==> config.mk <==
export PLATFORM = sky130hd
export DESIGN_NAME = osc_clock_ctrl
export DESIGN_NICKNAME = d
export VERILOG_FILES = /design/src/rtl/osc_clock_pkg.sv /design/src/rtl/osc_clock_ctrl.sv
export VERILOG_INCLUDE_DIRS = /design/src /design/src/rtl
export SDC_FILE = /design/constraint.sdc
export NUM_CORES = 1
export LEC_CHECK = 0
export BUFFER_PORTS_ARGS = -buffer_cell sky130_fd_sc_hd__clkbuf_2
export CAP_MARGIN = 20
export CORE_MARGIN = 4
export CORE_UTILIZATION = 46
export DETAILED_ROUTE_END_ITERATION = 12
export PLACE_DENSITY = 0.8
export SLEW_MARGIN = 20
export SYNTH_ARGS = -nofsm -noshare
export SYNTH_HDL_FRONTEND = slang
export SYNTH_SLANG_ARGS = --single-unit
==> constraint.sdc <==
create_clock -name ref_clk -period 2.1 [get_ports ref_clk]
set_input_delay 0.105 -clock ref_clk [delete_from_list [all_inputs] [get_ports ref_clk]]
set_output_delay 0.105 -clock ref_clk [all_outputs]
set_load 0.005 [all_outputs]
==> src/rtl/osc_clock_regs.svh <==
`ifndef OSC_CLOCK_REGS_SVH
`define OSC_CLOCK_REGS_SVH

// Register word offsets (byte addresses)
`define OSC_CTRL_OFFSET 8'h00
`define CLK_CFG_OFFSET 8'h04

// Oscillator control fields
`define OC_FI_ENABLE_BIT 0
`define OC_FI_READY_BIT 1
`define OC_TRIM_LSB 3
`define OC_CAL_LSB 8
`define OC_FE_ENABLE_BIT 16
`define OC_FE_READY_BIT 17
`define OC_MONITOR_BIT 19
`define OC_PLL_ENABLE_BIT 24
`define OC_PLL_READY_BIT 25

// Clock configuration fields
`define CC_ROOT_SEL_LSB 0
`define CC_ROOT_STAT_LSB 2
`define CC_AHB_LSB 4
`define CC_APB1_LSB 8
`define CC_APB2_LSB 11
`define CC_PLL_SRC_BIT 16
`define CC_PLL_HALF_BIT 17
`define CC_PLL_MUL_LSB 18
`define CC_I2S_BIT 23
`define CC_OUT_SEL_LSB 24
`define CC_OUT_DIV_LSB 28
`define CC_PLL_UNDIV_BIT 31

// Reset values
`define CLK_CFG_RESET 32'h0000_0000
`define TRIM_RESET 5'h10

// Timing counts
`define READY_FALL_CYCLES 3'h6
`define SWITCH_WAIT_CYCLES 2'h2

`endif

==> src/rtl/osc_clock_pkg.sv <==
package osc_clock_pkg;

typedef enum logic [1:0] {
    ROOT_INTERNAL = 2'b00,
    ROOT_EXTERNAL = 2'b01,
    ROOT_PLL = 2'b10,
    ROOT_FORBIDDEN = 2'b11
} root_e;

typedef enum logic [1:0] {
    SW_IDLE = 2'b00,
    SW_BUSY = 2'b01,
    SW_DONE = 2'b10
} switch_e;

typedef logic [2:0] osc_count_t;

endpackage

==> src/rtl/osc_clock_ctrl.sv <==
// The Avalon-MM register port was chosen for this implementation.
`timescale 1ns/1ps
`default_nettype none
`include "osc_clock_regs.svh"

// Overview of operation
// - External ready sets when stable, falls six cycles
// - Low-power entry clears external enable
// - External enable clear ignored while feeding root
// - Factory calibration loaded at startup, read-only
// - Trim added to calibration, resets to 16
// - Internal ready sets when stable, falls six cycles
// - Internal enable forced on wake or failure
// - Internal enable clear refused while used or selected
// - Zero waits, two during switch
// - Undivided bit picks PLL or PLL halved
// - Output divided by two to code power
// - Three-bit output source select, 000 off
// - I2S clock from root or external pin
// - Multiplier code plus two, 1111 gives 16, written only PLL off
// - External halving bit, written only PLL off
// - PLL input select, written only PLL off
// - APB2 divider from AHB, 0xx undivided
// - APB1 divider from AHB, same encoding
// - AHB divider from root, up to 512
// - Status field reports active root
// - Root select cleared on wake or failure
// - Monitor active when external ready, off on failure
// - PLL enable cleared on low-power, clear guarded
module osc_clock_ctrl #(
    parameter logic [7:0] FACTORY_CAL = 8'h80,
    parameter int SWITCH_CYCLES = 2
) (
    input wire logic ref_clk,
    input wire logic rst_b,
    input wire logic [7:0] avs_address,
    input wire logic avs_read,
    input wire logic avs_write,
    input wire logic [31:0] avs_writedata,
    input wire logic [3:0] avs_byteenable,
    output logic [31:0] avs_readdata,
    output logic avs_waitrequest,
    input wire logic fast_external_stable,
    input wire logic fast_internal_stable,
    input wire logic fast_external_osc_tick,
    input wire logic fast_internal_osc_tick,
    input wire logic pll_locked,
    input wire logic low_power_entry,
    input wire logic low_power_exit,
    input wire logic external_clock_fail,
    output logic fast_external_enable,
    output logic fast_internal_enable,
    output logic pll_enable,
    output logic fast_external_ready,
    output logic fast_internal_ready,
    output logic monitor_active,
    output logic [1:0] core_root_clock,
    output logic [4:0] fast_internal_trim_sum,
    output logic [8:0] fast_internal_freq_code,
    output logic pll_input_select,
    output logic pll_external_halving,
    output logic [4:0] pll_factor,
    output logic [9:0] ahb_div_ratio,
    output logic [4:0] apb1_div_ratio,
    output logic [4:0] apb2_div_ratio,
    output logic [2:0] clock_output_select,
    output logic [7:0] clock_output_div_ratio,
    output logic pll_output_undivided,
    output logic i2s_clock_select
);

// ==========================================================
// Helpers
function automatic logic [4:0] apb_ratio(input logic [2:0] code);
    apb_ratio = code[2] ? (5'h02 << code[1:0]) : 5'h01;
endfunction

function automatic logic [31:0] merge(input logic [31:0] old, input logic [31:0] wd,
                                      input logic [3:0] be);
    merge = old;
    for (int i = 0; i < 4; i++) begin
        if (be[i]) begin
            merge[i*8 +: 8] = wd[i*8 +: 8];
        end
    end
endfunction

// ==========================================================
// Register state
logic fi_en_ff, fe_en_ff, pll_en_ff, mon_en_ff, mon_act_ff;
logic fi_rdy_ff, fe_rdy_ff;
logic [2:0] fi_fall_ff, fe_fall_ff;
logic [4:0] trim_ff;
logic [7:0] cal_ff;
logic cal_loaded_ff;
logic [31:0] cfg_ff;
logic [1:0] stat_ff;
osc_clock_pkg::switch_e sw_state_ff;
logic [1:0] sw_cnt_ff;
logic [1:0] pend_root_ff;
logic [1:0] wait_ff;

logic wr_ctrl, wr_cfg, pll_busy;
logic [31:0] ctrl_word, ctrl_new, cfg_new;
logic [1:0] sel;
logic fail, fe_root, fi_root, pll_root;

assign sel = cfg_ff[`CC_ROOT_SEL_LSB +: 2];
assign fail = external_clock_fail && mon_act_ff && fe_root;
assign pll_busy = pll_en_ff;

assign ctrl_word = {6'h00, pll_locked, pll_en_ff, 4'h0, mon_en_ff, 1'b0, fe_rdy_ff, fe_en_ff,
                    cal_ff, trim_ff, 1'b0, fi_rdy_ff, fi_en_ff};

// ==========================================================
// Bus slave
logic busy_switch;
assign busy_switch = (sw_state_ff == osc_clock_pkg::SW_BUSY);

always_ff @(posedge ref_clk) begin
    if (!rst_b) begin
        wait_ff <= 2'h0;
    end else if ((avs_read || avs_write) && avs_address == `CLK_CFG_OFFSET && busy_switch
                 && wait_ff == 2'h0) begin
        wait_ff <= `SWITCH_WAIT_CYCLES;
    end else if (wait_ff != 2'h0) begin
        wait_ff <= wait_ff - 2'h1;
    end
end

// Zero waits, stretched during a root switch
assign avs_waitrequest = ((avs_read || avs_write) && avs_address == `CLK_CFG_OFFSET
                          && (busy_switch && wait_ff == 2'h0 || wait_ff == 2'h2));

logic accept;
assign accept = (avs_read || avs_write) && !avs_waitrequest;
assign wr_ctrl = avs_write && accept && avs_address == `OSC_CTRL_OFFSET;
assign wr_cfg = avs_write && accept && avs_address == `CLK_CFG_OFFSET;
assign ctrl_new = merge(ctrl_word, avs_writedata, avs_byteenable);
assign cfg_new = merge(cfg_ff, avs_writedata, avs_byteenable);

// Read data stands in the accepting cycle, muxed straight from registers
always_comb begin
    case (avs_address)
        `OSC_CTRL_OFFSET: avs_readdata = ctrl_word;
        `CLK_CFG_OFFSET: avs_readdata = {cfg_ff[31:4], stat_ff, cfg_ff[1:0]};
        default: avs_readdata = 32'h0;
    endcase
end

// ==========================================================
// Oscillator enables
assign fe_root = stat_ff == osc_clock_pkg::ROOT_EXTERNAL
                 || (stat_ff == osc_clock_pkg::ROOT_PLL && cfg_ff[`CC_PLL_SRC_BIT]);
assign fi_root = stat_ff == osc_clock_pkg::ROOT_INTERNAL || sel == osc_clock_pkg::ROOT_INTERNAL
                 || (stat_ff == osc_clock_pkg::ROOT_PLL && !cfg_ff[`CC_PLL_SRC_BIT]);
assign pll_root = stat_ff == osc_clock_pkg::ROOT_PLL || sel == osc_clock_pkg::ROOT_PLL;

always_ff @(posedge ref_clk) begin
    if (!rst_b) begin
        fe_en_ff <= 1'b0;
    end else if (low_power_entry) begin
        fe_en_ff <= 1'b0;
    end else if (wr_ctrl) begin
        fe_en_ff <= ctrl_new[`OC_FE_ENABLE_BIT] || (fe_en_ff && fe_root);
    end
end

always_ff @(posedge ref_clk) begin
    if (!rst_b) begin
        fi_en_ff <= 1'b1;
    end else if (low_power_exit || fail) begin
        fi_en_ff <= 1'b1;
    end else if (wr_ctrl) begin
        fi_en_ff <= ctrl_new[`OC_FI_ENABLE_BIT] || (fi_en_ff && fi_root);
    end
end

always_ff @(posedge ref_clk) begin
    if (!rst_b) begin
        pll_en_ff <= 1'b0;
    end else if (low_power_entry) begin
        pll_en_ff <= 1'b0;
    end else if (wr_ctrl) begin
        pll_en_ff <= ctrl_new[`OC_PLL_ENABLE_BIT] || (pll_en_ff && pll_root);
    end
end

always_ff @(posedge ref_clk) begin
    if (!rst_b) begin
        mon_en_ff <= 1'b0;
    end else if (wr_ctrl) begin
        mon_en_ff <= ctrl_new[`OC_MONITOR_BIT];
    end
end

always_ff @(posedge ref_clk) begin
    if (!rst_b) begin
        mon_act_ff <= 1'b0;
    end else if (mon_act_ff && external_clock_fail) begin
        mon_act_ff <= 1'b0;
    end else begin
        mon_act_ff <= mon_en_ff && fe_rdy_ff;
    end
end

always_ff @(posedge ref_clk) begin
    if (!rst_b) begin
        trim_ff <= `TRIM_RESET;
    end else if (wr_ctrl) begin
        trim_ff <= ctrl_new[`OC_TRIM_LSB +: 5];
    end
end

// Calibration captured after reset release
always_ff @(posedge ref_clk) begin
    if (!rst_b) begin
        cal_ff <= 8'h00;
        cal_loaded_ff <= 1'b0;
    end else if (!cal_loaded_ff) begin
        cal_ff <= FACTORY_CAL;
        cal_loaded_ff <= 1'b1;
    end
end

// ==========================================================
// Ready flags, falling six oscillator cycles after disable
always_ff @(posedge ref_clk) begin
    if (!rst_b) begin
        fe_rdy_ff <= 1'b0;
        fe_fall_ff <= 3'h0;
    end else if (fe_en_ff) begin
        fe_fall_ff <= 3'h0;
        if (fast_external_stable) begin
            fe_rdy_ff <= 1'b1;
        end
    end else if (fe_rdy_ff && fast_external_osc_tick) begin
        if (fe_fall_ff == `READY_FALL_CYCLES - 3'h1) begin
            fe_rdy_ff <= 1'b0;
        end
        fe_fall_ff <= fe_fall_ff + 3'h1;
    end
end

always_ff @(posedge ref_clk) begin
    if (!rst_b) begin
        fi_rdy_ff <= 1'b0;
        fi_fall_ff <= 3'h0;
    end else if (fi_en_ff) begin
        fi_fall_ff <= 3'h0;
        if (fast_internal_stable) begin
            fi_rdy_ff <= 1'b1;
        end
    end else if (fi_rdy_ff && fast_internal_osc_tick) begin
        if (fi_fall_ff == `READY_FALL_CYCLES - 3'h1) begin
            fi_rdy_ff <= 1'b0;
        end
        fi_fall_ff <= fi_fall_ff + 3'h1;
    end
end

// ==========================================================
// Clock configuration register
logic [31:0] nxt_cfg;
always_comb begin
    nxt_cfg = cfg_ff;
    if (wr_cfg) begin
        nxt_cfg[31:23] = cfg_new[31:23];
        nxt_cfg[27] = 1'b0;
        nxt_cfg[15:4] = {2'b00, cfg_new[13:4]};
        if (!pll_busy) begin
            nxt_cfg[21:16] = cfg_new[21:16];
        end
        if (cfg_new[1:0] != osc_clock_pkg::ROOT_FORBIDDEN) begin
            nxt_cfg[1:0] = cfg_new[1:0];
        end
    end
    if (low_power_exit || fail) begin
        nxt_cfg[1:0] = osc_clock_pkg::ROOT_INTERNAL;
    end
end

always_ff @(posedge ref_clk) begin
    if (!rst_b) begin
        cfg_ff <= `CLK_CFG_RESET;
    end else begin
        cfg_ff <= nxt_cfg;
    end
end

// ==========================================================
// Root switch sequencing
always_ff @(posedge ref_clk) begin
    if (!rst_b) begin
        sw_state_ff <= osc_clock_pkg::SW_IDLE;
        sw_cnt_ff <= 2'h0;
        pend_root_ff <= 2'h0;
        stat_ff <= 2'h0;
    end else begin
        case (sw_state_ff)
            osc_clock_pkg::SW_IDLE: begin
                if (sel != stat_ff) begin
                    pend_root_ff <= sel;
                    sw_cnt_ff <= 2'(SWITCH_CYCLES - 1);
                    sw_state_ff <= osc_clock_pkg::SW_BUSY;
                end
            end
            osc_clock_pkg::SW_BUSY: begin
                if (sw_cnt_ff == 2'h0) begin
                    sw_state_ff <= osc_clock_pkg::SW_DONE;
                end else begin
                    sw_cnt_ff <= sw_cnt_ff - 2'h1;
                end
            end
            osc_clock_pkg::SW_DONE: begin
                stat_ff <= pend_root_ff;
                sw_state_ff <= osc_clock_pkg::SW_IDLE;
            end
            default: sw_state_ff <= osc_clock_pkg::SW_IDLE;
        endcase
    end
end

// ==========================================================
// Outputs
always_comb begin
    fast_external_enable = fe_en_ff;
    fast_internal_enable = fi_en_ff;
    pll_enable = pll_en_ff;
    fast_external_ready = fe_rdy_ff;
    fast_internal_ready = fi_rdy_ff;
    monitor_active = mon_act_ff;
    core_root_clock = stat_ff;
    fast_internal_trim_sum = trim_ff;
    fast_internal_freq_code = {1'b0, cal_ff} + {4'h0, trim_ff};
    pll_input_select = cfg_ff[`CC_PLL_SRC_BIT];
    pll_external_halving = cfg_ff[`CC_PLL_HALF_BIT];
    pll_factor = (cfg_ff[21:18] == 4'hf) ? 5'h10 : {1'b0, cfg_ff[21:18]} + 5'h02;
    ahb_div_ratio = !cfg_ff[7] ? 10'h001 :
                    cfg_ff[6] ? (10'h040 << cfg_ff[5:4]) : (10'h002 << cfg_ff[5:4]);
    apb1_div_ratio = apb_ratio(cfg_ff[10:8]);
    apb2_div_ratio = apb_ratio(cfg_ff[13:11]);
    clock_output_select = cfg_ff[`CC_OUT_SEL_LSB +: 3];
    clock_output_div_ratio = 8'h01 << cfg_ff[`CC_OUT_DIV_LSB +: 3];
    pll_output_undivided = cfg_ff[`CC_PLL_UNDIV_BIT];
    i2s_clock_select = cfg_ff[`CC_I2S_BIT];
end

// ==========================================================
// Checks
chk_fe_lowpower: assert property (@(posedge ref_clk) disable iff (!rst_b)
    low_power_entry |=> !fast_external_enable) else $error("ext enable kept");
chk_fi_wake: assert property (@(posedge ref_clk) disable iff (!rst_b)
    low_power_exit |=> fast_internal_enable) else $error("int enable not forced");
chk_sel_wake: assert property (@(posedge ref_clk) disable iff (!rst_b)
    low_power_exit |=> cfg_ff[1:0] == 2'b00) else $error("select not cleared");
chk_sel_forbid: assert property (@(posedge ref_clk) disable iff (!rst_b)
    cfg_ff[1:0] != 2'b11) else $error("forbidden select");
chk_stat_never3: assert property (@(posedge ref_clk) disable iff (!rst_b)
    stat_ff != 2'b11) else $error("bad status");
chk_stat_delay: assert property (@(posedge ref_clk) disable iff (!rst_b)
    $changed(stat_ff) |-> $past(sw_state_ff) == osc_clock_pkg::SW_DONE)
    else $error("status changed early");
chk_pll_guard: assert property (@(posedge ref_clk) disable iff (!rst_b)
    pll_busy |=> $stable(cfg_ff[21:16])) else $error("pll field moved");
chk_wait_bound: assert property (@(posedge ref_clk) disable iff (!rst_b)
    avs_waitrequest |-> ##[1:3] !avs_waitrequest) else $error("too many waits");
chk_fe_keep: assert property (@(posedge ref_clk) disable iff (!rst_b)
    fe_root && !low_power_entry && fe_en_ff |=> fe_en_ff) else $error("ext enable dropped");
chk_mul_top: assert property (@(posedge ref_clk) disable iff (!rst_b)
    cfg_ff[21:18] == 4'he |-> pll_factor == 5'h10) else $error("mul wrong");
cov_switch: cover property (@(posedge ref_clk) disable iff (!rst_b)
    sw_state_ff == osc_clock_pkg::SW_DONE);
cov_wait: cover property (@(posedge ref_clk) disable iff (!rst_b) avs_waitrequest);
cov_fail: cover property (@(posedge ref_clk) disable iff (!rst_b) fail);

endmodule
`default_nettype wire

# == Yosys cells after proc, flatten, opt, wreduce, memory -nomap -nowiden ==
# Cells that the tools add are included.
# totals
output_inout_bits,95
reg_bits,56
elab_cells,143
# classes
n_mux,26
n_bitwise,2
eq_ne,17
n_addsub,6
reduce_logical,63
shift,5
# op_table
operator,count
$pmux W32 S2,1
$mux W10,2
$logic_and A1 B1 Y1,19
$reduce_and A2 Y1,9
$mux W5,3
$reduce_bool A2 Y1,7
$mux W1,12
$mux W2,6
$reduce_and A3 Y1,4
$reduce_or A2 Y1,6
$logic_not A2 Y1,5
$logic_or A1 B1 Y1,10
$ne A2 B2 Y1 const B,5
$shl A2 B2 Y10 const A,1
$shl A2 B2 Y5 const A,2
$shl A7 B2 Y10 const A,1
$add A8 B5 Y9,1
$eq A2 B2 Y1 const B,4
$eq A8 B3 Y1 const B,1
$logic_not A8 Y1,1
$pmux W2 S2,2
$shl A1 B3 Y8 const A,1
$add A3 B1 Y3 const B,2
$eq A3 B3 Y1 const B,2
8 further kinds,12

# == Longest topological paths before layout ==
# Gate-level depths: netlist of the first run.
# logic_depth
word_depth,9
depth_mapped,5

# == Worst setup path before layout of the first run ==
# No wires, ideal clock.
# synth_timing
kind,input to register
start,input avs_address[5]
end,register fi_en_ff (netlist: fast_internal_enable)
cell_stages,4
arrival_ns,1.435
setup_ns,0.122
setup_slack_ns,0.543
n_path_buf,0
cell_sequence,nor4_4 -> nand4_4 -> or3_1 -> a221o_1
# synth_between
elab_chain_cells,7
elab_cells_between_ends,8
cone_classes,eq/ne: 1; reduce/logical: 7
# synth_rtl
item,line_no,text
from (decl),osc_clock_ctrl.sv:36,"input wire logic [7:0] avs_address,"
$eq A8 B3 Y1,--,
$logic_and A1 B1 Y1 (no source line),--,
$logic_and A1 B1 Y1,osc_clock_ctrl.sv:132,assign avs_waitrequest = ((avs_read || avs_write) && avs_address == `CLK_CFG_OFFSET
$logic_not A1 Y1,osc_clock_ctrl.sv:136,assign accept = (avs_read || avs_write) && !avs_waitrequest;
$logic_and A1 B1 Y1,osc_clock_ctrl.sv:136,
$logic_and A1 B1 Y1,osc_clock_ctrl.sv:137,assign wr_ctrl = avs_write && accept && avs_address == `OSC_CTRL_OFFSET;
$logic_and A1 B1 Y1 (no source line) *,--,
to (signal assigned),osc_clock_ctrl.sv:175,fi_en_ff <= ctrl_new[`OC_FI_ENABLE_BIT] || (fi_en_ff && fi_root);
to (decl),osc_clock_ctrl.sv:90,"logic fi_en_ff, fe_en_ff, pll_en_ff, mon_en_ff, mon_act_ff;"
# Mark *: on every way between the ends. The rest lies on a longest branch, timed or not.
# A chain may end at the register's enable or synchronous reset.

# == Worst setup path after layout of the first run ==
# layout_timing
start,register sw_state_ff[0]
end,register cfg_ff[17]
# layout_between
elab_chain_cells,9
# layout_rtl
item,line_no,text
from (decl),osc_clock_ctrl.sv:98,osc_clock_pkg::switch_e sw_state_ff;
from (signal assigned),osc_clock_ctrl.sv:295,sw_state_ff <= osc_clock_pkg::SW_IDLE;
from (signal assigned),osc_clock_ctrl.sv:305,sw_state_ff <= osc_clock_pkg::SW_BUSY;
from (signal assigned),osc_clock_ctrl.sv:310,sw_state_ff <= osc_clock_pkg::SW_DONE;
$eq A2 B1 Y1,osc_clock_ctrl.sv:118,assign busy_switch = (sw_state_ff == osc_clock_pkg::SW_BUSY);
$logic_and A1 B1 Y1,osc_clock_ctrl.sv:133,&& (busy_switch && wait_ff == 2'h0 || wait_ff == 2'h2));
$logic_or A1 B1 Y1,osc_clock_ctrl.sv:133,
$logic_and A1 B1 Y1,osc_clock_ctrl.sv:132,
$logic_not A1 Y1,osc_clock_ctrl.sv:136,
$logic_and A1 B1 Y1,osc_clock_ctrl.sv:136,
$logic_and A1 B1 Y1,osc_clock_ctrl.sv:138,assign wr_cfg = avs_write && accept && avs_address == `CLK_CFG_OFFSET;
$logic_and A1 B1 Y1 (no source line),--,
$reduce_and A3 Y1 (no source line),--,
to (signal assigned),osc_clock_ctrl.sv:285,cfg_ff <= `CLK_CFG_RESET;
to (signal assigned),osc_clock_ctrl.sv:287,cfg_ff <= nxt_cfg;
to (decl),osc_clock_ctrl.sv:96,logic [31:0] cfg_ff;
# Every way passes these cells.

==> impl_metrics.csv, run 1 <==
group,metric,value,unit
clock_tree,clk_latency,0.32,ns
yosys,ys_ff_latch,56,
critical_path,cp-start-kind,"flop",
timing,whs,0.00568,ns
timing,slew_viol_final,0,
power_and_ir_drop,pwr_density_cell,499,mW/mm²
floorplanning,rows,29,
place,port_buffers,138,
floorplanning,start_util,47.7,%
grt,overflow,0,
route,viasPerCell,5.14,
grt,antenna_found_initial,0,
clock_tree,cts_tree,"yes",
timing,fmax,592,MHz
route,drt_first_pass_iters,4,
clock_tree,post_cts_buffers,0,
clock_tree,cts-root-buf,"clkbuf_8",
route,vias,2922,
floorplanning,core,0.00639,mm²
clock_tree,htree_levels,2,
route,drc_errors,0,
clock_tree,clock_path_buffers,2,
yosys,yosys.area.top_type_share,36.8,%
critical_path,worstPathRequired,2.35,ns
critical_path,critPathKind,"reg2reg",
yosys,synth_area_per_cell,8.41,µm²
yosys,synth_edf_count,0,
cells_and_area,antenna_cells,0,
min_path,hold_path.class,"in2reg",
critical_path,crit_fanout,6,
grt,grt_first_pass_wirelength,12.9,mm
timing,setup_viol,0,
yosys,ys_top_cells_by_area,"dfxtp_1 (37%), mux2i_1 (12%), nand2_1 (8.1%)",
critical_path,cpPeakStageDelay,0.53,ns
power_and_ir_drop,p_leak,1.83,nW
floorplanning,die_area,0.00798,mm²
route,post_drt_wl_per_cell,14.2,µm
floorplanning,io_pins,151,
yosys,synthFlopType,"dfxtp_1",
place,gp_congestion,0.848,
clock_tree,clk_pin_slew,0.11,ns
clock_tree,cts_resized,0,
yosys,ys.warnings.count,0,
yosys,synth-async-reset-ratio,0,%
status,outcome,"finished clean",
grt,grt_max_degree,55,
yosys,ys_types,48,
timing,grt_setup_unrepaired,"false",
floorplanning,die_w,89.4,µm
critical_path,path_cells,"nor2b_1 > o21ba_2 > nor4_4 > mux2i_1",
yosys,syn_inst,362,
critical_path,crit_arrival,1.94,ns
floorplanning,die_y,89.4,µm
timing,max-slew-margin-rel,61.4,%
run,max_cap_viol_count,0,
power_and_ir_drop,power,0.00193,W
route,drtIter0Drc,126,
clock_tree,clkSinkCount,56,
timing,finalHoldViolations,0,
place,postPlaceCellArea,0.00372,mm²
critical_path,cp_slowest_cell,"nor4_4",
cells_and_area,nNetsFinal,553,
place,dp_hpwl,6.37,mm
timing,fin_setup_tns,0,ns
cells_and_area,area_growth,27.1,%
timing,worst_pin_slew,0.574,ns
timing,period_share,80.4,%
cells_and_area,fin_area,0.00387,mm²
yosys,yosysTopAreaCell,"dfxtp_1",
critical_path,crit_path_end_kind,"flop",
timing,skew,0.00957,ns
yosys,synth_area,0.00304,mm²
cells_and_area,drive_gt1_share,33.1,%
yosys,synth-seq-area-share,36.8,%
clock_tree,cts_buffers,5,
grt,grt.total_usage,20.6,%
grt,grt_pass1_vias,2841,
cells_and_area,post-route-util,60.6,%
power_and_ir_drop,vdd_drop_max,0.358,mV
route,postRouteAntennaNets,0,
timing,min_period,1.69,ns
route,routed_wl,8.08,mm
routing by layer:
layer / track usage [%] / wire length (µm) / part of all wire [%] / vias up
met4: 7.31 / 131 / 1.6 / 0
met3: 5.81 / 722 / 8.9 / 12
met2: 34.0 / 3900 / 48 / 113
met1: 25.6 / 3320 / 41 / 1327
li1: - / - / - / 1470
met5: 0 / 0 / 0 / -
cells by family (layout without fill, tap and decap cells):
| logic type | Yosys count | count (layout) | share of synthesized area [%] |
|---|---|---|---|
| buf+inv | 47 | 171 | 7.97 |
| flops | 56 | 56 | 36.8 |
| xor+xnor | 7 | 7 | 2.01 |
| fa+ha+maj | 6 | 6 | 2.47 |
| compound gates | 43 | 43 | 9.86 |
| mux | 36 | 36 | 11.8 |
| simple gates | 166 | 166 | 28.9 |
| other cells | 1 | 7 | 0.123 |
synth_stat cells (all sizes together) (2+ instances only):
library cell and n:
xor2 6, o31ai 2, and2 16, nor2b 2, and3 7, nand3 5
nor3 12, nor3b 5, nor4 4, nand2b 7, and4b 2, nand4 4
a22o 8, o21ai 7, mux2i 36, clkbuf 15, dfxtp 56, a41oi 2
inv 13, and3b 2, buf 18, nand2 66, a311oi 4, nor2 33
ha 6, a21oi 11
critical path: cells and delay by family, from the launching register on:
kind / cells / cell delay [ns]
AOI/OAI and AO/OA: 1 / 0.31
and+or+nand+nor: 2 / 0.72
muxes: 1 / 0.27
DFF: 1 / 0.32
path summary, 6_finish.rpt:
kind | start | end | slack (ns) | cells after the start
setup / recovery | sw_state_ff[0] | cfg_ff[17] | 0.41 | 4
hold reg to reg | cal_loaded_ff | cal_ff[7] | 0.43 | 1
hold / removal | avs_writedata[20] | cfg_ff[20] | 0.006 | 3
setup reg to reg | sw_state_ff[0] | cfg_ff[17] | 0.41 | 4
what timing repair did:
item,CTS,global route
endpoints found under the setup margin,0,0
endpoints found under the hold margin,3,0
hold buffers,3,0
stage by stage:
| step | setup slack, ns | cells |
|---|---|---|
| finish | 0.412 | 569 |
| global route | 0.314 | 569 |
| CTS | 0.403 | 569 |
| detailed placement | 0.214 | 558 |
| global placement | 0.336 | 558 |
| floorplan | 0.543 | 368 |
placed cells by master (no fill, tap or decap), types with 2 or more instances in the layout:
cell and n:
a21oi_1 11, a22o_1 8, a311oi_1 4, a41oi_1 2
and2_1 16, and3_1 7, and3b_1 2, and4b_1 2
buf_4 8, clkbuf_2 138, clkbuf_8 5, conb_1 7
dfxtp_1 56, dlygate4sd3_1 3, ha_1 6, inv_1 13
mux2i_1 36, nand2_1 66, nand2b_1 7, nand3_1 4
nand4_1 3, nor2_1 33, nor2b_1 2, nor3_1 9
nor3_4 2, nor3b_1 5, nor4_4 2, o21ai_0 6
o31ai_1 2, xor2_1 6
where the power goes:
part | internal (W) | switching [W] | total, W
clock network | 0.000360 | 0.000364 | 0.000723
registers | 0.00107 | 0.00000376 | 0.00107
logic | 0.0000592 | 0.0000774 | 0.000137
flip-flops by register name, summed over array words and instances (netlist names):
name	count
monitor_active	1
sw_cnt_ff	2
pend_root_ff	2
cfg_ff	26
fast_external_enable	1
fi_fall_ff	3
fe_fall_ff	3
cal_loaded_ff	1
wait_ff	2
fast_internal_trim_sum	5
fast_internal_ready	1
mon_en_ff	1
sw_state_ff	2
cal_ff	1
core_root_clock	2
fast_internal_enable	1
pll_enable	1
fast_external_ready	1
final cells by class:
| class | instances | area (µm²) |
|---|---|---|
| clock buffer | 5 | 68.8 |
| clock inverter | 3 | 46.3 |
| fill | 598 | 2520 |
| inverter | 14 | 52.6 |
| multi-input combinational | 265 | 1700 |
| sequential | 56 | 1120 |
| tap | 77 | 96.3 |
| timing repair buffer | 149 | 781 |
(Power assumes the default switching activity.)
==> inputs of run 2 (changes only) <==
--- a/config.mk
+++ b/config.mk
@@ -6,12 +6,13 @@
 export SDC_FILE = /design/constraint.sdc
 export NUM_CORES = 1
 export LEC_CHECK = 0
+export ABC_AREA = 1
 export BUFFER_PORTS_ARGS = -buffer_cell sky130_fd_sc_hd__clkbuf_2
 export CAP_MARGIN = 20
 export CORE_MARGIN = 4
-export CORE_UTILIZATION = 46
+export CORE_UTILIZATION = 41
 export DETAILED_ROUTE_END_ITERATION = 12
-export PLACE_DENSITY = 0.8
+export PLACE_DENSITY = 0.76
 export SLEW_MARGIN = 20
 export SYNTH_ARGS = -nofsm -noshare
 export SYNTH_HDL_FRONTEND = slang
==> constraint.sdc (replaced) <==
create_clock -name ref_clk -period 1.53 [get_ports ref_clk]
set_input_delay 0.0765 -clock ref_clk [delete_from_list [all_inputs] [get_ports ref_clk]]
set_output_delay 0.0765 -clock ref_clk [all_outputs]
set_load 0.005 [all_outputs]
==> impl_metrics.csv, run 2 <==
group,metric,value,unit
yosys,ys_ff_latch,56,
critical_path,cpPeakStageDelay,0.32,ns
yosys,synth-async-reset-ratio,0,%
yosys,synth_most_common_cell,"nand2_1",
cells_and_area,nNetsFinal,654,
yosys,yosysTopAreaCell,"dfxtp_1",
power_and_ir_drop,p_seq_share,60.8,%
clock_tree,clock_path_buffers,2,
clock_tree,cts_tree,"yes",
timing,skew,0.00944,ns
place,port_buffers,138,
place,postPlaceCellArea,0.00378,mm²
cells_and_area,fin_area,0.00400,mm²
yosys,synth_area_per_cell,6.76,µm²
power_and_ir_drop,clkPwrFrac,30.9,%
timing,whs,0.00685,ns
floorplanning,start_util,43.2,%
run,max_cap_viol_count,0,
clock_tree,htree_levels,2,
route,wl_met3,688,µm
power_and_ir_drop,switching_power,0.000560,W
timing,min_period,1.44,ns
route,vias,3302,
clock_tree,clk_latency,0.30,ns
yosys,syn_inst,443,
critical_path,r2r-end,"fast_internal_trim_sum[3]",
grt,grt_max_degree,23,
floorplanning,rows,30,
power_and_ir_drop,p_leak,1.84,nW
power_and_ir_drop,pwr_density_cell,603,mW/mm²
cells_and_area,top_register,"cfg_ff",
critical_path,path_cells,"inv_1 > nand3_1 > nand2_2 > nand3_4 > buf_4 > nand4_2 > nand2_1 > a21oi_1",
critical_path,worstPathRequired,1.75,ns
timing,fmax,694,MHz
critical_path,crit_fanout,8,
timing,period_share,94.2,%
critical_path,crit_path_end_kind,"flop",
floorplanning,core,0.00694,mm²
cells_and_area,multi_input_area,0.00150,mm²
critical_path,crit_arrival,1.66,ns
cells_and_area,final_cell_mix,"clkbuf_2 (138), nand2_1 (98), inv_1 (63)",
cells_and_area,fillers,660,
floorplanning,die_y,93.5,µm
status,outcome,"finished clean",
yosys,ys_top_cells_by_area,"dfxtp_1 (37%), nand2_1 (12%), a21oi_1 (8.0%)",
power_and_ir_drop,vdd_drop_max,0.458,mV
route,routed_wl,8.68,mm
power_and_ir_drop,intPower,0.00185,W
yosys,synth_area,0.00300,mm²
critical_path,r2r_start,"sw_state_ff[1]",
cells_and_area,area_growth,33.4,%
cells_and_area,post-route-util,57.6,%
clock_tree,cts-root-buf,"clkbuf_8",
cells_and_area,largest_reg_flops,26,
critical_path,worstRegToRegCells,8,
route,postRouteAntennaNets,0,
floorplanning,io_pins,151,
floorplanning,die_area,0.00874,mm²
clock_tree,clk_pin_slew,0.10,ns
cells_and_area,layout_commonest_cell,"clkbuf_2",
min_path,worstHoldStart,"avs_writedata[23]",
critical_path,path_buf_inv,2,
timing,slew_viol_final,0,
place,gp_congestion,0.824,
floorplanning,die_w,93.5,µm
route,drt_first_pass_iters,4,
grt,grt_first_pass_wirelength,13.6,mm
yosys,yosys.area.top_type_share,37.4,%
timing,finalHoldViolations,0,
grt,grt.total_usage,19.0,%
timing,setup_viol,0,
grt,overflow,0,
route,viasPerCell,4.81,
clock_tree,cts_buffers,5,
power_and_ir_drop,netSwitchingFraction,23.2,%
grt,antenna_found_initial,0,
timing,fin_ws,0.0886,ns
cells_and_area,antenna_cells,0,
route,top_layer,"met4",
yosys,ys.warnings.count,0,
route,drtIter0Drc,226,
cells_and_area,drive_gt1_share,30.0,%
min_path,holdPathStages,3,
yosys,ys_types,28,
critical_path,critical_path.top_delay_family,"simple AND/OR/NAND/NOR gates",
place,dp_hpwl,6.83,mm
grt,grt_pass1_vias,3001,
route,met1Wirelength,3.70,mm
place,dp_slack,0.0472,ns
route,drc_errors,0,
critical_path,critPathKind,"reg2reg",
yosys,synthTopCellsByCount,"nand2_1 (99), inv_1 (63), dfxtp_1 (56)",
yosys,synth_edf_count,0,
critical_path,cp-start-kind,"flop",
critical_path,cp_slowest_cell,"dfxtp_1",
min_path,min_to,"cfg_ff[23]",
critical_path,r2r_setup_slack,0.09,ns
route,met2_length,4.21,mm
power_and_ir_drop,p_comb_share,8.3,%
yosys,synthFlopType,"dfxtp_1",
route,post_drt_wl_per_cell,12.6,µm
cells_and_area,regArea,0.00112,mm²
min_path,hold_path.class,"in2reg",
clock_tree,clkSinkCount,56,
yosys,synth-seq-area-share,37.4,%
run 2: cell types whose count changed after synthesis, moves of 12 or more:
cell     previous run  this run
mux2i_1            36         0
inv_1              13        63
a21oi_1            11        48
nor2_1             33        45
o21ai_0             6        29
nand2_1            66        99
and2_1             16         0
nand3_1             4        19
run 2: cell families after synthesis:
logic type	share of synthesized area, %
AO/OA/AOI/OAI	14.0
XOR/XNOR	0.877
adder cells (fa/ha/maj)	2.51
buffers and inverters	14.1
flip-flops	37.4
other	0.125
AND/OR/NAND/NOR	31.0
run 2: per-stage QoR:
step                 TNS, ns  std cells  power (W)
CTS                        0        684    0.00243
finish                     0        686    0.00241
detailed placement         0        668    0.00167
global route        -0.00714        686    0.00251
floorplan                  0        449    0.00158
global placement           0        668    0.00167
run 2: final cells by class:
cell class                 instances  area share (%)
tap                               96            3.00
sequential                        56            28.0
inverter                          64            6.01
multi-input combinational        301            37.4
timing repair buffer             164            23.8
clock buffer                       5            1.72
run 2: metal layers:
metal  vias to the layer above  global-route usage [%]
met1                      1474                    23.8
li1                       1686                       -
met2                       134                    33.9
met4                         0                    3.79
met5                         -                       0
met3                         8                    3.62
run 2: worst max path at each step:
stage                                           end  depth (start not counted)  slack, ns           start
after floorplan                fast_internal_enable                          8       0.30  sw_state_ff[1]
after global placement                    cfg_ff[6]                          9       0.17  sw_state_ff[1]
after detailed placement  fast_internal_trim_sum[3]                          8       0.05  sw_state_ff[1]
after CTS                 fast_internal_trim_sum[3]                          8       0.02  sw_state_ff[1]
after global routing      fast_internal_trim_sum[3]                          8     -0.004  sw_state_ff[1]
final                     fast_internal_trim_sum[3]                          8       0.09  sw_state_ff[1]
run 2: tightest hold or removal path: stages:
cell and delay [ns]:
clkbuf_2 0.08, nand3_1 0.07, a21oi_1 0.05
run 2: power groups by stage:
stage	clock network [W]	logic [W]	registers [W]
6_report	0.000747	0.000199	0.00147
5_1_grt	0.000816	0.000221	0.00147
4_1_cts	0.000762	0.000197	0.00147
3_5_place_dp	0	0.000174	0.00150
3_3_place_gp	0	0.000170	0.00150
2_1_floorplan	0	0.0000834	0.00150
run 2: repair_timing:
item,4_1_cts,5_1_grt
endpoints found under the hold margin,11,0
endpoints found under the setup margin,0,15
setup buffers,0,2
gates resized for setup,0,6
hold buffers,11,0
==> inputs of run 3 (changes only) <==
--- a/config.mk
+++ b/config.mk
@@ -6,13 +6,12 @@
 export SDC_FILE = /design/constraint.sdc
 export NUM_CORES = 1
 export LEC_CHECK = 0
-export ABC_AREA = 1
 export BUFFER_PORTS_ARGS = -buffer_cell sky130_fd_sc_hd__clkbuf_2
 export CAP_MARGIN = 20
 export CORE_MARGIN = 4
-export CORE_UTILIZATION = 41
+export CORE_UTILIZATION = 50
 export DETAILED_ROUTE_END_ITERATION = 12
-export PLACE_DENSITY = 0.76
+export PLACE_DENSITY = 0.86
 export SLEW_MARGIN = 20
 export SYNTH_ARGS = -nofsm -noshare
 export SYNTH_HDL_FRONTEND = slang
==> constraint.sdc (replaced) <==
create_clock -name ref_clk -period 1.8 [get_ports ref_clk]
set_input_delay 0.09 -clock ref_clk [delete_from_list [all_inputs] [get_ports ref_clk]]
set_output_delay 0.09 -clock ref_clk [all_outputs]
set_load 0.005 [all_outputs]
==> impl_metrics.csv, run 3 (synthesis results as in run 1) <==
group,metric,value,unit
status,outcome,"finished clean",
floorplanning,die_area,0.00740,mm²
power_and_ir_drop,vdd_drop_max,0.399,mV
grt,grt_first_pass_wirelength,13.8,mm
run,max_cap_viol_count,0,
power_and_ir_drop,clkPwrFrac,31.6,%
timing,setup_viol,0,
route,routed_wl,8.72,mm
clock_tree,cts_tree,"yes",
place,dp_hpwl,6.67,mm
cells_and_area,antenna_cells,0,
grt,overflow,0,
critical_path,worstPathRequired,1.71,ns
power_and_ir_drop,switching_power,0.000493,W
route,vias,3051,
clock_tree,clock_path_buffers,2,
route,drtIter0Drc,148,
power_and_ir_drop,intPower,0.00159,W
clock_tree,cts_resized,0,
timing,grt_setup_unrepaired,"false",
clock_tree,htree_levels,2,
timing,fin_setup_tns,0,ns
cells_and_area,area_growth,29.9,%
critical_path,crit_path_end_kind,"output pin",
route,viasPerCell,5.26,
critical_path,crit_fanout,5,
timing,period_share,89.8,%
route,drt_first_pass_iters,6,
cells_and_area,drive_gt1_share,33.1,%
timing,slew_viol_final,0,
floorplanning,io_pins,151,
power_and_ir_drop,p_leak,1.87,nW
timing,finalHoldViolations,0,
place,port_buffers,138,
floorplanning,rows,28,
cells_and_area,largest_reg_flops,26,
cells_and_area,fin_cells,580,
grt,antenna_found_initial,0,
power_and_ir_drop,p_comb_share,8.5,%
clock_tree,clkSinkCount,56,
clock_tree,cts_buffers,5,
grt,grt_max_degree,38,
clock_tree,clk_pin_slew,0.10,ns
power_and_ir_drop,pwr_density_cell,527,mW/mm²
grt,grt.total_usage,23.4,%
cells_and_area,layout_commonest_cell,"clkbuf_2",
critical_path,critPathKind,"in2out",
timing,skew,0.00751,ns
place,dp.cells,561,
floorplanning,core,0.00592,mm²
power_and_ir_drop,netSwitchingFraction,23.6,%
timing,min_period,1.62,ns
cells_and_area,top_register,"cfg_ff",
clock_tree,clk_latency,0.31,ns
grt,grt_pass1_vias,3016,
timing,fmax,619,MHz
floorplanning,die_w,86.0,µm
cells_and_area,final_cell_mix,"clkbuf_2 (138), nand2_1 (66), dfxtp_1 (56)",
critical_path,crit_arrival,1.53,ns
place,gp_congestion,0.878,
min_path,hold_path.class,"in2reg",
floorplanning,die_y,86.0,µm
route,post_drt_wl_per_cell,15.0,µm
clock_tree,cts-root-buf,"clkbuf_8",
floorplanning,start_util,51.4,%
power_and_ir_drop,p_seq_share,59.9,%
route,postRouteAntennaNets,0,
cells_and_area,nNetsFinal,567,
critical_path,cp-start-kind,"input pin",
route,drc_errors,0,
==> run 3: changes by cell type in the layout (fill, tap and decap cells not counted), sizes merged, moves of 8 or more <==
cell / change
nand2: -33
and2: +16
o21ai: -22
a22o: +8
mux2i: +36
inv: -51
nor2: -18
nand3: -16
a21oi: -37
==> run 3: final cells by class <==
cell class,count,area [µm²]
Fill cell,497,1970
Multi-Input combinational cell,265,1700
Sequential cell,56,1120
Clock inverter,1,5.00
Inverter,14,52.6
Tap cell,75,93.8
Timing Repair Buffer,163,906
Clock buffer,6,72.6
==> run 3: timing repair <==
item                                    CTS  global route
hold buffers                             11             0
hold endpoints to repair                 11             0
endpoints found under the setup margin    0             1
setup buffers                             0             1
==> run 3: worst paths after layout <==
path | from | to | slack [ns] | depth (start not counted)
worst max register to register | sw_state_ff[0] | cfg_ff[21] | 0.23 | 5
worst min register to register | cal_loaded_ff | cal_ff[7] | 0.44 | 1
worst min-delay path | avs_writedata[29] | cfg_ff[29] | 0.006 | 3
worst max-delay path | avs_address[5] | avs_readdata[3] | 0.18 | 8
==> run 3: power groups by stage <==
| stage | Sequential (W) | Combinational [W] | Clock (W) |
|---|---|---|---|
| floorplan | 0.00128 | 0.0000765 | 0 |
| global placement | 0.00128 | 0.000152 | 0 |
| detailed placement | 0.00128 | 0.000156 | 0 |
| CTS | 0.00125 | 0.000175 | 0.000677 |
| global route | 0.00125 | 0.000195 | 0.000721 |
| finish | 0.00125 | 0.000178 | 0.000658 |
==> run 3: metal layers <==
layer  part of all wire, %  vias up  GRT usage, %
li1                      -     1495             -
met1                    41     1409          27.9
met3                   9.1       13          6.44
met4                   1.6        0          7.77
met5                     0        -             0
met2                    48      134          40.2
==> run 3: stage by stage <==
stage	power [W]	util, %	hold WS [ns]	cell area (µm²)	setup slack, ns
6_report	0.00208	66.8	0.00623	3950	0.183
5_1_grt	0.00216	66.8	0.0143	3950	0.0436
4_1_cts	0.00210	66.7	0.000489	3950	0.109
3_5_place_dp	0.00143	63.5	0.295	3760	0.109
3_3_place_gp	0.00143	63.5	0.286	3760	0.169
2_1_floorplan	0.00135	-	0.118	3070	0.258
==> run 3: critical path, stage by stage <==
cell      delay, ns
clkbuf_2       0.10
nor4_4         0.38
buf_4          0.21
and2_1         0.24
buf_4          0.17
nand2_1        0.05
o21ai_0        0.11
clkbuf_2       0.17
